File: src/design/fsc_pkg.sv
// Purpose: Shared constants, types and helpers for the flash secure range and CRC block
// Assumes: One 32-bit register per offset on the plain register port
// Notes:   Field layouts are packed structs overlaying the written word
`default_nettype none

package fsc_pkg;

    // Register offsets (byte addresses)
    localparam logic [7:0]  FSC_OFS_RANGE        = 8'h00;
    localparam logic [7:0]  FSC_OFS_UNLOCK       = 8'h04;
    localparam logic [7:0]  FSC_OFS_CRC_CTRL     = 8'h08;
    localparam logic [7:0]  FSC_OFS_CRC_RESULT   = 8'h0c;
    localparam logic [7:0]  FSC_OFS_RANGE_STATUS = 8'h10;
    localparam logic [7:0]  FSC_OFS_MISC_STATUS  = 8'h14;

    // Fixed unlock key
    localparam logic [31:0] FSC_UNLOCK_KEY       = 32'ha35f6d24;

    // Bit positions in the misc status word
    localparam int          FSC_UNLOCKED_POS     = 2;
    localparam int          FSC_ENABLED_POS      = 8;
    localparam int          FSC_CRC_BUSY_POS     = 9;

    // Special data-start codes
    localparam logic [10:0] FSC_DSS_INVALID      = 11'h000;
    localparam logic [10:0] FSC_DSS_NO_DATA      = 11'h7ff;

    // Reset, seed and polynomial values
    localparam logic [31:0] FSC_RESET_WORD       = 32'h00000000;
    localparam logic [31:0] FSC_CRC_INIT         = 32'hffffffff;
    localparam logic [31:0] FSC_CRC_POLY         = 32'h04c11db7;

    // Default log2 of words per sector
    localparam int          FSC_SECTOR_WORDS_LOG2 = 9;

    // Range-setting word layout
    typedef struct packed {
        logic [9:0]  end_sector;
        logic [10:0] data_start;
        logic [10:0] start_sector;
    } fsc_range_t;

    // CRC control word layout
    typedef struct packed {
        logic        launch;
        logic [6:0]  rsvd;
        logic [11:0] count;
        logic [11:0] start;
    } fsc_crc_ctrl_t;

    // One register port request
    typedef struct packed {
        logic [7:0]  addr;
        logic [31:0] wdata;
        logic        wr;
        logic        rd;
    } fsc_bus_req_t;

    // Address match used by every decode
    function automatic logic fsc_hit(input logic [7:0] addr, input logic [7:0] ofs);
        fsc_hit = (addr == ofs);
    endfunction

    // One 32-bit word folded into the running CRC, MSB first
    function automatic logic [31:0] fsc_crc_word(input logic [31:0] crc, input logic [31:0] data);
        logic [31:0] c;
        c = crc;
        for (int i = 31; i >= 0; i--) begin
            c = (c[31] ^ data[i]) ? ((c << 1) ^ FSC_CRC_POLY) : (c << 1);
        end
        fsc_crc_word = c;
    endfunction

endpackage

`default_nettype wire
File: src/design/fsc_crc_engine.sv
// Purpose: Sector-based CRC walk over main flash words
// Assumes: Flash read port answers with flash_ack and data in the same cycle
// Notes:   Zero sector count finishes at once with the seed value
`default_nettype none

module fsc_crc_engine #(
    parameter int SW_LOG2 = fsc_pkg::FSC_SECTOR_WORDS_LOG2
) (
    input  wire logic                  mclk,
    input  wire logic                  rst,
    input  wire logic                  start,
    input  wire logic [11:0]           start_sector,
    input  wire logic [11:0]           sector_count,
    output logic                       busy,
    output logic                       done,
    output logic [31:0]                result,
    output logic                       flash_req,
    output logic [12+SW_LOG2-1:0]      flash_addr,
    input  wire logic                  flash_ack,
    input  wire logic [31:0]           flash_rdata
);
    import fsc_pkg::*;

    localparam int WA = 12 + SW_LOG2;

    typedef enum logic [2:0] {
        FSC_IDLE   = 3'b001,
        FSC_FETCH  = 3'b010,
        FSC_FINISH = 3'b100
    } fsc_eng_state_t;

    fsc_eng_state_t state_q;
    fsc_eng_state_t state_d;
    logic [31:0]    crc_q;
    logic [WA-1:0]  addr_q;
    logic [WA-1:0]  left_q;

    // Handshake and status outputs
    assign busy       = (state_q != FSC_IDLE);
    assign done       = (state_q == FSC_FINISH);
    assign flash_req  = (state_q == FSC_FETCH);
    assign flash_addr = addr_q;
    assign result     = crc_q;

    // Next state
    always_comb begin
        state_d = state_q;
        case (state_q)
            FSC_IDLE: begin
                if (start) begin
                    state_d = (sector_count == 12'h000) ? FSC_FINISH : FSC_FETCH;
                end
            end
            FSC_FETCH: begin
                if (flash_ack && left_q == WA'(1)) begin
                    state_d = FSC_FINISH;
                end
            end
            FSC_FINISH: state_d = FSC_IDLE;
            default:    state_d = FSC_IDLE;
        endcase
    end

    // Walk the span, one word per acknowledge
    always_ff @(posedge mclk or posedge rst) begin
        if (rst) begin
            state_q <= FSC_IDLE;
            crc_q   <= FSC_RESET_WORD;
            addr_q  <= '0;
            left_q  <= '0;
        end else begin
            state_q <= state_d;
            if (state_q == FSC_IDLE && start) begin
                crc_q  <= FSC_CRC_INIT;
                addr_q <= {start_sector, {SW_LOG2{1'b0}}};
                left_q <= {sector_count, {SW_LOG2{1'b0}}};
            end else if (flash_req && flash_ack) begin
                crc_q  <= fsc_crc_word(crc_q, flash_rdata);
                addr_q <= addr_q + WA'(1);
                left_q <= left_q - WA'(1);
            end
        end
    end

    // A started span with sectors fetches before finishing
    property p_eng_fetch;
        @(posedge mclk) disable iff (rst)
        (state_q == FSC_IDLE && start && sector_count != 12'h000) |=> flash_req && !done;
    endproperty
    a_eng_fetch: assert property (p_eng_fetch) else $error("crc walk did not fetch");

    // Empty span finishes next cycle with the seed
    property p_eng_empty;
        @(posedge mclk) disable iff (rst)
        (state_q == FSC_IDLE && start && sector_count == 12'h000) |=> done && result == FSC_CRC_INIT;
    endproperty
    a_eng_empty: assert property (p_eng_empty) else $error("empty crc span mishandled");

endmodule // fsc_crc_engine

`default_nettype wire

File: src/design/fsc_flash_secure_cfg.sv
// Purpose: Secure library range setting, unlock key and flash CRC control registers
// Assumes: Register port and flash read port run on mclk
// Notes:   Unlock stays in force until reset
// Notes on behaviour
// - End sector in bits 31:22, write-only
// - Data-start zero keeps library from starting
// - Data-start all ones means no data region
// - Start sector in bits 10:0, write-only
// - Range and unlock registers read zero
// - Range writes ignored while still locked
// - Fixed key write releases the lock
// - Control bit 31 launches a CRC check
// - Launch bit self-clears when CRC begins
// - Bits 23:12 give CRC sector count
// - Bits 11:0 give CRC first sector
// - Control register reads have no effect
// - Unlock sets status flag at bit 2
// - Status register mirrors active range fields
`default_nettype none

module fsc_flash_secure_cfg #(
    parameter int SW_LOG2 = fsc_pkg::FSC_SECTOR_WORDS_LOG2
) (
    input  wire logic                  mclk,
    input  wire logic                  rst,
    input  wire fsc_pkg::fsc_bus_req_t bus_req,
    output logic [31:0]                bus_rdata,
    output logic                       flash_req,
    output logic [12+SW_LOG2-1:0]      flash_addr,
    input  wire logic                  flash_ack,
    input  wire logic [31:0]           flash_rdata,
    output var fsc_pkg::fsc_range_t    lib_range,
    output logic                       lib_enabled,
    output logic                       lib_has_data
);
    import fsc_pkg::*;

    // Register state
    fsc_range_t    range_q;
    logic          enabled_q;
    logic          unlocked_q;
    fsc_crc_ctrl_t ctrl_q;
    logic          launch_q;
    logic          launch_d;
    logic [31:0]   result_q;
    logic [31:0]   rdata_q;
    logic [31:0]   rdata_d;

    // Engine hookup
    logic          eng_busy;
    logic          eng_done;
    logic [31:0]   eng_result;
    logic          eng_begin;

    // Address decode
    wire           wr_range    = bus_req.wr && fsc_hit(bus_req.addr, FSC_OFS_RANGE);
    wire           wr_unlock   = bus_req.wr && fsc_hit(bus_req.addr, FSC_OFS_UNLOCK);
    wire           wr_ctrl     = bus_req.wr && fsc_hit(bus_req.addr, FSC_OFS_CRC_CTRL);
    wire           rd_result   = bus_req.rd && fsc_hit(bus_req.addr, FSC_OFS_CRC_RESULT);
    wire           rd_rstatus  = bus_req.rd && fsc_hit(bus_req.addr, FSC_OFS_RANGE_STATUS);
    wire           rd_mstatus  = bus_req.rd && fsc_hit(bus_req.addr, FSC_OFS_MISC_STATUS);

    // Candidate range fields and their checks
    wire fsc_range_t    range_cand = fsc_range_t'(bus_req.wdata);
    wire fsc_crc_ctrl_t ctrl_cand  = fsc_crc_ctrl_t'(bus_req.wdata);
    wire           order_ok    = ({1'b0, range_cand.end_sector} >= range_cand.start_sector);
    wire           range_take  = wr_range && unlocked_q && order_ok;
    wire           key_ok      = wr_unlock && (bus_req.wdata == FSC_UNLOCK_KEY);
    wire           dss_valid   = (range_cand.data_start != FSC_DSS_INVALID);

    // Launch request: a new set wins over the self-clear
    wire           launch_set  = wr_ctrl && ctrl_cand.launch;
    assign eng_begin = launch_q && !eng_busy;
    assign launch_d  = launch_set || (launch_q && !eng_begin);

    // Status words
    wire [31:0]    misc_word   = (32'(unlocked_q) << FSC_UNLOCKED_POS)
                               | (32'(enabled_q)  << FSC_ENABLED_POS)
                               | (32'(eng_busy || launch_q) << FSC_CRC_BUSY_POS);

    // Read selection: write-only registers and unmapped offsets read zero
    assign rdata_d = rd_result  ? result_q :
                     rd_rstatus ? 32'(range_q) :
                     rd_mstatus ? misc_word :
                                  FSC_RESET_WORD;

    // Active range outputs
    assign lib_range    = range_q;
    assign lib_enabled  = enabled_q;
    assign lib_has_data = enabled_q && (range_q.data_start != FSC_DSS_NO_DATA);
    assign bus_rdata    = rdata_q;

    // Lock release, sticky until reset
    always_ff @(posedge mclk or posedge rst) begin
        if (rst) begin
            unlocked_q <= 1'b0;
        end else if (key_ok) begin
            unlocked_q <= 1'b1;
        end
    end

    // Range capture and library enable
    always_ff @(posedge mclk or posedge rst) begin
        if (rst) begin
            range_q   <= fsc_range_t'(FSC_RESET_WORD);
            enabled_q <= 1'b0;
        end else if (range_take) begin
            range_q   <= range_cand;
            enabled_q <= dss_valid;
        end
    end

    // CRC control fields and launch bit
    always_ff @(posedge mclk or posedge rst) begin
        if (rst) begin
            ctrl_q   <= fsc_crc_ctrl_t'(FSC_RESET_WORD);
            launch_q <= 1'b0;
        end else begin
            launch_q <= launch_d;
            if (wr_ctrl) begin
                ctrl_q <= ctrl_cand;
            end
        end
    end

    // Result capture and read data
    always_ff @(posedge mclk or posedge rst) begin
        if (rst) begin
            result_q <= FSC_RESET_WORD;
            rdata_q  <= FSC_RESET_WORD;
        end else begin
            rdata_q <= rdata_d;
            if (eng_done) begin
                result_q <= eng_result;
            end
        end
    end

    // CRC walk over the selected sectors
    fsc_crc_engine #(
        .SW_LOG2      (SW_LOG2)
    ) fsc_crc_engine_inst (
        .mclk         (mclk),
        .rst          (rst),
        .start        (eng_begin),
        .start_sector (ctrl_q.start),
        .sector_count (ctrl_q.count),
        .busy         (eng_busy),
        .done         (eng_done),
        .result       (eng_result),
        .flash_req    (flash_req),
        .flash_addr   (flash_addr),
        .flash_ack    (flash_ack),
        .flash_rdata  (flash_rdata)
    );

    // Write-only registers read back zero
    property p_wo_zero;
        @(posedge mclk) disable iff (rst)
        (bus_req.rd && (fsc_hit(bus_req.addr, FSC_OFS_RANGE) || fsc_hit(bus_req.addr, FSC_OFS_UNLOCK)))
            |=> bus_rdata == 32'h00000000;
    endproperty
    a_wo_zero: assert property (p_wo_zero) else $error("write-only register read nonzero");

    // Locked range writes change nothing
    property p_locked_range;
        @(posedge mclk) disable iff (rst)
        (wr_range && !unlocked_q) |=> $stable(lib_range) && $stable(lib_enabled);
    endproperty
    a_locked_range: assert property (p_locked_range) else $error("range changed while locked");

    // Key write shows in the status word on a read soon after
    property p_unlock_flag;
        @(posedge mclk) disable iff (rst)
        (key_ok && !bus_req.rd) ##[1:8] rd_mstatus
            |=> bus_rdata[FSC_UNLOCKED_POS];
    endproperty
    a_unlock_flag: assert property (p_unlock_flag) else $error("unlock flag not shown");

    // Launch bit clears once the engine has begun
    property p_launch_clear;
        @(posedge mclk) disable iff (rst)
        (launch_q && !eng_busy && !launch_set) |=> !launch_q && eng_busy;
    endproperty
    a_launch_clear: assert property (p_launch_clear) else $error("launch bit not self-cleared");

    // Launch write reaches the engine within a bounded wait after idle
    property p_launch_start;
        @(posedge mclk) disable iff (rst)
        (launch_set && !eng_busy && !launch_q) |=> launch_q ##1 eng_busy;
    endproperty
    a_launch_start: assert property (p_launch_start) else $error("crc did not start");

    // Control reads return zero and leave launch alone
    property p_ctrl_read;
        @(posedge mclk) disable iff (rst)
        (bus_req.rd && fsc_hit(bus_req.addr, FSC_OFS_CRC_CTRL) && !launch_q && !eng_busy)
            |=> bus_rdata == 32'h00000000 && !launch_q && !eng_busy;
    endproperty
    a_ctrl_read: assert property (p_ctrl_read) else $error("control read had an effect");

    // Reversed range leaves the library as it was
    property p_reject_order;
        @(posedge mclk) disable iff (rst)
        (wr_range && unlocked_q && !order_ok) |=> lib_enabled == $past(lib_enabled) && $stable(lib_range);
    endproperty
    a_reject_order: assert property (p_reject_order) else $error("reversed range accepted");

    // Zero data-start keeps library disabled
    property p_dss_zero;
        @(posedge mclk) disable iff (rst)
        (range_take && range_cand.data_start == FSC_DSS_INVALID) |=> !lib_enabled && lib_range.data_start == 11'h000;
    endproperty
    a_dss_zero: assert property (p_dss_zero) else $error("library enabled with invalid data start");

    // All-ones data-start gives code region only
    property p_no_data;
        @(posedge mclk) disable iff (rst)
        (range_take && range_cand.data_start == FSC_DSS_NO_DATA) |=> lib_enabled && !lib_has_data;
    endproperty
    a_no_data: assert property (p_no_data) else $error("data region present for all-ones code");

    // Finished CRC is what the result register shows
    property p_result;
        @(posedge mclk) disable iff (rst)
        eng_done |=> result_q == $past(eng_result);
    endproperty
    a_result: assert property (p_result) else $error("crc result not captured");

    // Accepted range shows fields as written
    property p_range_fields;
        @(posedge mclk) disable iff (rst)
        range_take |=> lib_range.end_sector == $past(bus_req.wdata[31:22])
                   && lib_range.start_sector == $past(bus_req.wdata[10:0]);
    endproperty
    a_range_fields: assert property (p_range_fields) else $error("range fields misplaced");

    // Wrong key leaves a closed lock closed
    property p_wrong_key;
        @(posedge mclk) disable iff (rst)
        (wr_unlock && bus_req.wdata != FSC_UNLOCK_KEY && !unlocked_q) |=> !unlocked_q;
    endproperty
    a_wrong_key: assert property (p_wrong_key) else $error("wrong key unlocked");

    // Unlock holds until the next reset
    property p_unlock_sticky;
        @(posedge mclk) disable iff (rst)
        unlocked_q |=> unlocked_q;
    endproperty
    a_unlock_sticky: assert property (p_unlock_sticky) else $error("unlock lost before reset");

    // Status word shows the lock state of the read cycle
    property p_misc_unlock;
        @(posedge mclk) disable iff (rst)
        rd_mstatus |=> bus_rdata[FSC_UNLOCKED_POS] == $past(unlocked_q);
    endproperty
    a_misc_unlock: assert property (p_misc_unlock) else $error("unlock flag wrong in status");

    // Range status read returns the active range
    property p_range_status;
        @(posedge mclk) disable iff (rst)
        rd_rstatus |=> bus_rdata == 32'($past(lib_range));
    endproperty
    a_range_status: assert property (p_range_status) else $error("range status not mirrored");

    // Control write stores the sector count
    property p_ctrl_count;
        @(posedge mclk) disable iff (rst)
        wr_ctrl |=> ctrl_q.count == $past(bus_req.wdata[23:12]);
    endproperty
    a_ctrl_count: assert property (p_ctrl_count) else $error("crc sector count misplaced");

    // Control write stores the first sector
    property p_ctrl_start;
        @(posedge mclk) disable iff (rst)
        wr_ctrl |=> ctrl_q.start == $past(bus_req.wdata[11:0]);
    endproperty
    a_ctrl_start: assert property (p_ctrl_start) else $error("crc first sector misplaced");

    // Launch during a walk waits its turn
    property p_launch_pending;
        @(posedge mclk) disable iff (rst)
        (launch_set && eng_busy) |=> launch_q;
    endproperty
    a_launch_pending: assert property (p_launch_pending) else $error("launch lost while busy");

    // Result holds between completions
    property p_result_hold;
        @(posedge mclk) disable iff (rst)
        !eng_done |=> $stable(result_q);
    endproperty
    a_result_hold: assert property (p_result_hold) else $error("crc result changed unasked");

    // Accepted range with a valid data start enables
    property p_range_enable;
        @(posedge mclk) disable iff (rst)
        (range_take && dss_valid) |=> lib_enabled;
    endproperty
    a_range_enable: assert property (p_range_enable) else $error("valid range not enabled");

    // An enabled library never ends below its start
    property p_enabled_order;
        @(posedge mclk) disable iff (rst)
        lib_enabled |-> ({1'b0, lib_range.end_sector} >= lib_range.start_sector);
    endproperty
    a_enabled_order: assert property (p_enabled_order) else $error("enabled range reversed");

endmodule // fsc_flash_secure_cfg

`default_nettype wire

File: config.mk
export PLATFORM = sky130hd
export DESIGN_NAME = fsc_flash_secure_cfg
export DESIGN_NICKNAME = d
export VERILOG_FILES = /design/src/design/fsc_pkg.sv /design/src/design/fsc_crc_engine.sv /design/src/design/fsc_flash_secure_cfg.sv
export SDC_FILE = /design/constraint.sdc
export NUM_CORES = 1
export LEC_CHECK = 0
export ABC_AREA = 1
export BUFFER_PORTS_ARGS = -buffer_cell sky130_fd_sc_hd__buf_4
export CORE_MARGIN = 4
export CORE_UTILIZATION = 30
export DETAILED_ROUTE_END_ITERATION = 12
export MAX_ROUTING_LAYER = met4
export SETUP_SLACK_MARGIN = 0.5
export SKIP_LAST_GASP = 1
export SYNTH_ARGS = -nofsm -noshare
export SYNTH_HDL_FRONTEND = slang
export SYNTH_HIERARCHICAL = 1
export SYNTH_SLANG_ARGS = --single-unit
File: constraint.sdc
create_clock -name mclk -period 7.6 [get_ports mclk]
set_clock_uncertainty 0.15 [all_clocks]
set_input_delay 0.76 -clock mclk [delete_from_list [all_inputs] [get_ports mclk]]
set_output_delay 0.76 -clock mclk [all_outputs]
set_load 0.05 [all_outputs]
==> impl_metrics.ini, run 1 <==
[route]
highest_layer = met4
viasPerCell = 4.90
vias = 14100
dr.pass1.iters = 6
met1_length_mm = 22.5
drt_wl_total_mm = 50.7
drc = 0
wl_per_cell_um = 17.6
wl_met2_mm = 24.5
ant_nets = 0
drt-initial-drc-count = 1205
wl_met3_mm = 2.57

[die]
start_util_pct = 30.5
die_w_um = 229
die_h_um = 229
io_pins = 165
coreArea_mm2 = 0.0480
rows = 80
die_area_mm2 = 0.0524

[worst_hold_path]
worstHoldPathType = in -> async

[sta]
slew_headroom_pct = 32.2
setup_viol = 0
report.final.slew_viol_count = 0
max_freq_ghz = 0.224
tns_ns = 0
rsz0062_at_grt = no
hold_violations = 0
tightest_slew_ns = 1.02
fin_crit_sh_pct = 58.8
period_needed_ns = 4.47

[yosys]
ys_ff_latch = 200
syn_avg_cell_area_um2 = 6.94
yosysUniqueCellTypes = 58
synthArstFlopShare_pct = 100
synth_edf_count = 0
ys_seq_area_share_pct = 34.2
yosysWarnings = 6
synth-main-ff-cell = dfrtp_1
syn-num-nets = 2201
synth_cells = 2111
syn_area_mm2 = 0.0147

[clock_tree]
htree_num_levels = 4
cts_made_buffers = 17
cts_setup_buffers = 0
hold_buffers = 0
cts_max_path_buffers = 2
clk_pin_slew_worst_paths_ns = 0.07
cts_root_buf = clkbuf_16
ctsResizeCount = 0
cts_sinks = 200
cts_tree = done
clkLatencyLatePin_ns = 0.44

[setup_path]
cp_max_fo = 39
worstPathRequired_ns = 7.79
setup.worst_path.end_class = flop
worstPathArrival_ns = 4.65
critPathKind = reg -> reg
cp-start-kind = flop

[global_route]
grt_overflow = 0
grt_pass1_wl_mm = 78.0
groute.usage.overall_pct = 19.4
grt_max_degree = 78
antenna_found_initial = 0
grt_pass1_vias = 13400

[run]
cap_violations = 0

[final_layout]
drive_above_1_share_pct = 19.2
final_net_count = 2345
syn_to_final_growth_pct = 16.5
layoutNonFillerInstCount = 2883
fillerInstances = 5137
num_antenna_cells = 0

[placed_design]
place.gp.congestion = 0.975
dp.cells = 2851
hpwlAfterDp_mm = 40.4
port_buffers = 164

[run_status]
status = completed
[kinds of logic (layout without fill, tap and decap cells)]
| group | after synthesis | count (layout) | share of synthesized area, % |
|---|---|---|---|
| AO/OA/AOI/OAI | 203 | 203 | 8.06 |
| XOR/XNOR | 104 | 104 | 6.50 |
| adder cells (fa/ha/maj) | 13 | 13 | 1.11 |
| buffers and inverters | 314 | 471 | 8.68 |
| flip-flops | 200 | 200 | 34.2 |
| multiplexers | 3 | 3 | 0.231 |
| AND/OR/NAND/NOR | 1274 | 1274 | 41.3 |
[area by class of cell]
| cell class | instances | area (um^2) | share of cell area, % |
|---|---|---|---|
| tap | 615 | 769 | 4.51 |
| multi-input combinational | 1597 | 8380 | 49.1 |
| clock inverter | 13 | 155 | 0.909 |
| sequential | 200 | 5010 | 29.3 |
| inverter | 265 | 1010 | 5.93 |
| clock buffer | 19 | 443 | 2.59 |
| timing repair buffer | 174 | 1310 | 7.65 |
[routing by layer]
metal / global-route usage [%] / vias to the layer above
met3: 2.73 / 55
li1: - / 7007
met4: 4.77 / 0
met2: 31.6 / 394
met1: 25.5 / 6669
met5: - / -
[path summary, 6_finish.rpt]
check                                                           startpoint                                    endpoint  slack, ns  depth (start not counted)
worst max-delay path            fsc_crc_engine_inst/state_q[0]$_DFFE_PP1P_  fsc_crc_engine_inst/left_q[13]$_DFFE_PP0P_       3.13                         12
worst min-delay path                                                   rst                      ctrl_q[10]$_DFFE_PP0N_       0.32                          2
worst max register to register  fsc_crc_engine_inst/state_q[0]$_DFFE_PP1P_  fsc_crc_engine_inst/left_q[13]$_DFFE_PP0P_       3.13                         12
worst min register to register                      ctrl_q[10]$_DFFE_PP0N_                      ctrl_q[10]$_DFFE_PP0N_       0.35                          2
max in group asynchronous                                              rst                   lib_range[15]$_DFFE_PP0P_       5.64                          3
min in group mclk                                   ctrl_q[10]$_DFFE_PP0N_                      ctrl_q[10]$_DFFE_PP0N_       0.35                          2
[critical path, cell delays in order (launching register included)]
cell	delay [ns]
dfstp_2	0.54
inv_1	0.05
nor3_1	0.19
inv_1	0.14
nor2_1	0.16
inv_1	0.06
nor2_2	0.09
buf_4	0.35
clkinv_1	0.71
nand2_1	0.22
buf_4	0.43
clkinv_1	0.82
o21ai_0	0.42
[registers in the layout (all words and copies together), names as in the netlist]
name,flops
ctrl_q,24
bus_rdata,32
fsc_crc_engine_inst/flash_addr,21
result_q,32
launch_q,1
lib_enabled,1
fsc_crc_engine_inst/result,32
unlocked_q,1
lib_range,32
fsc_crc_engine_inst/left_q,21
fsc_crc_engine_inst/state_q,3
[cell usage in the layout (no fill, tap or decap), types with 17 or more instances in the layout]
master / count
nand2_1: 716
inv_2: 26
buf_4: 174
nand2_4: 36
nand4_1: 17
clkbuf_16: 17
xor2_1: 76
o21ai_0: 96
nand2_2: 103
a21oi_1: 33
xnor2_1: 24
nor2_1: 72
dfrtp_1: 199
nor3_1: 21
o21ai_1: 22
inv_1: 231
nand3_1: 240
[cell usage after synthesis, drive strengths merged, types with 2 or more instances]
| cell type | instances | area [um^2] |
|---|---|---|
| a21oi | 33 | 165 |
| a22oi | 4 | 30.0 |
| a31oi | 3 | 18.8 |
| and3 | 3 | 18.8 |
| buf | 22 | 151 |
| clkbuf | 27 | 111 |
| clkinv | 3 | 12.5 |
| dfrtp | 199 | 4980 |
| ha | 13 | 163 |
| inv | 262 | 996 |
| mux2 | 3 | 33.8 |
| nand2 | 859 | 3820 |
| nand3 | 256 | 1370 |
| nand3b | 13 | 110 |
| nand4 | 17 | 106 |
| nor2 | 77 | 309 |
| nor3 | 25 | 146 |
| nor3b | 2 | 15.0 |
| nor4 | 10 | 77.6 |
| o211ai | 11 | 82.6 |
| o21ai | 133 | 722 |
| o221ai | 5 | 43.8 |
| o22ai | 4 | 25.0 |
| o311ai | 5 | 43.8 |
| or2 | 11 | 68.8 |
| xnor2 | 24 | 210 |
| xor2 | 80 | 742 |
[metrics by stage]
| step | hold WS, ns | utilization (%) | cell area (um^2) | setup WS, ns |
|---|---|---|---|---|
| floorplan | 0.298 | - | 14700 | 3.42 |
| global placement | 0.332 | 34.3 | 16500 | 3.31 |
| detailed placement | 0.337 | 34.3 | 16500 | 3.18 |
| CTS | 0.341 | 35.5 | 17100 | 3.18 |
| global route | 0.383 | 35.5 | 17100 | 2.71 |
| finish | 0.319 | 35.5 | 17100 | 3.13 |
Power of run 1 is not shown: default switching activity piles up to over one toggle a cycle in this logic, so the estimate is an artifact.
==> inputs of run 2 (changes only) <==
==> constraint.sdc (replaced) <==
create_clock -name mclk -period 3.94 [get_ports mclk]
set_clock_uncertainty 0.15 [all_clocks]
set_input_delay 0.394 -clock mclk [delete_from_list [all_inputs] [get_ports mclk]]
set_output_delay 0.394 -clock mclk [all_outputs]
set_load 0.05 [all_outputs]
==> impl_metrics.ini, run 2 (synthesized netlist as in run 1, its figures left out) <==
[final_layout]
layoutNonFillerInstCount = 2975
final_cell_mix = 655 x nand2_1, 258 x buf_4, 226 x inv_1
final_net_count = 2437
drive_above_1_share_pct = 27.4
final_common_cell = nand2_1
utilization_pct = 39.0
syn_to_final_growth_pct = 28.0
num_antenna_cells = 0

[route]
drt_wl_total_mm = 54.0
dr.pass1.iters = 6
wl_per_cell_um = 18.2
highest_layer = met4
drt-initial-drc-count = 1200
drc = 0
vias = 15000
wl_met2_mm = 26.2
met1_length_mm = 23.6
viasPerCell = 5.05
wl_met3_mm = 2.97
ant_nets = 0

[sta]
slew_headroom_pct = 29.8
timing.hold.ws_ns = 0.0467
tns_ns = 0
tightest_slew_ns = 1.05
max_freq_ghz = 0.298
hold_violations = 0
report.final.slew_viol_count = 0
fin_crit_sh_pct = 85.1
setup_viol = 0
period_needed_ns = 3.35
rsz0062_at_grt = yes

[global_route]
grt_overflow = 0
groute.usage.overall_pct = 20.1
grt_pass1_wl_mm = 80.3
grt_pass1_vias = 13700
antenna_found_initial = 0
grt_max_degree = 62

[die]
start_util_pct = 30.5
io_pins = 165
rows = 80
die_h_um = 229
die_w_um = 229
die_area_mm2 = 0.0524
coreArea_mm2 = 0.0480

[run_status]
status = completed

[clock_tree]
clkLatencyLatePin_ns = 0.45
htree_num_levels = 4
cts_tree = done
cts_made_buffers = 17
cts_root_buf = clkbuf_16
cts_max_path_buffers = 2
cts_sinks = 200
clk_pin_slew_worst_paths_ns = 0.09

[setup_path]
worstPathArrival_ns = 3.59
cp_max_fo = 8
critPathKind = reg -> reg
cp-start-kind = flop
worstPathRequired_ns = 4.17
reg2reg_depth = 21
setup.worst_path.end_class = flop
rrSetupSlack_ns = 0.59

[placed_design]
place.gp.congestion = 0.969
port_buffers = 164
dp.cells = 2857
hpwlAfterDp_mm = 41.7

[worst_hold_path]
holdPathStages = 3
worstHoldPathType = in -> reg

[run]
cap_violations = 0
==> run 2: cell count changes in the layout (fill, tap and decap cells not counted), moves of 9 or more <==
| cell | before | now |
|---|---|---|
| nand2_4 | 36 | 76 |
| nand3_2 | 15 | 31 |
| nand2_8 | 4 | 13 |
| nand2_2 | 103 | 119 |
| nand3_4 | 1 | 11 |
| nand2_1 | 716 | 655 |
| xor2_2 | 3 | 15 |
| nand3_1 | 240 | 214 |
| xor2_1 | 76 | 59 |
| buf_4 | 174 | 258 |
==> run 2: critical path, stage by stage (launching register included) <==
cell     delay, ns
dfrtp_2       0.47
xnor2_1       0.27
nand2_4       0.11
nand2_4       0.14
buf_4         0.13
nand2_1       0.04
nand3_1       0.09
nand2_1       0.11
nand2_2       0.13
nand2_4       0.10
buf_4         0.16
nand3_4       0.10
nand2_4       0.09
nand2_4       0.09
nand2_2       0.08
nand2_4       0.12
nand2_8       0.08
buf_4         0.15
xnor2_1       0.12
o21ai_0       0.32
o21ai_0       0.15
inv_1         0.07
==> run 2: stage by stage <==
stage	area [um^2]	setup WS (ns)
after global routing	18800	0.432
after detailed placement	16500	0.165
final	18800	0.586
after floorplan	14700	1.15
after CTS	17300	0.479
after global placement	16500	0.131
==> run 2: layer usage <==
layer	vias up	GRT usage (%)
li1	7186	-
met1	7251	26.7
met2	520	32.7
met3	80	2.52
met4	0	5.10
met5	-	-
==> run 2: repair_timing <==
action / CTS / global route
setup endpoints to repair: 31 / 31
pin swaps: 2 / 67
resized for setup: 15 / 184
hold endpoints to repair: 32 / 0
cloned: 1 / 3
hold buffers: 1 / 0
buffers inserted: 4 / 77
==> run 2: worst paths after layout <==
| path | startpoint | to |
|---|---|---|
| setup / recovery | fsc_crc_engine_inst/result[24]$_DFFE_PP0P_ | fsc_crc_engine_inst/result[30]$_DFFE_PP0P_ |
| hold / removal | bus_req[9] | lib_range[7]$_DFFE_PP0P_ |
| setup reg to reg | fsc_crc_engine_inst/result[24]$_DFFE_PP0P_ | fsc_crc_engine_inst/result[30]$_DFFE_PP0P_ |
| hold reg to reg | fsc_crc_engine_inst/flash_addr[8]$_DFFE_PP0P_ | fsc_crc_engine_inst/flash_addr[8]$_DFFE_PP0P_ |
| max in group asynchronous | rst | lib_range[5]$_DFFE_PP0P_ |
| min in group asynchronous | rst | fsc_crc_engine_inst/flash_addr[20]$_DFFE_PP0P_ |
==> run 2: final cells by class <==
| cell class | count | area (um^2) |
|---|---|---|
| multi-input cells | 1601 | 9290 |
| clock buffers | 17 | 425 |
| repair buffers | 262 | 2000 |
| inverters | 265 | 1030 |
| well taps | 615 | 769 |
| fillers | 4975 | 29300 |
| clock inverters | 15 | 234 |
| flip-flops and latches | 200 | 5020 |
Power of run 2 is left out for the same reason.
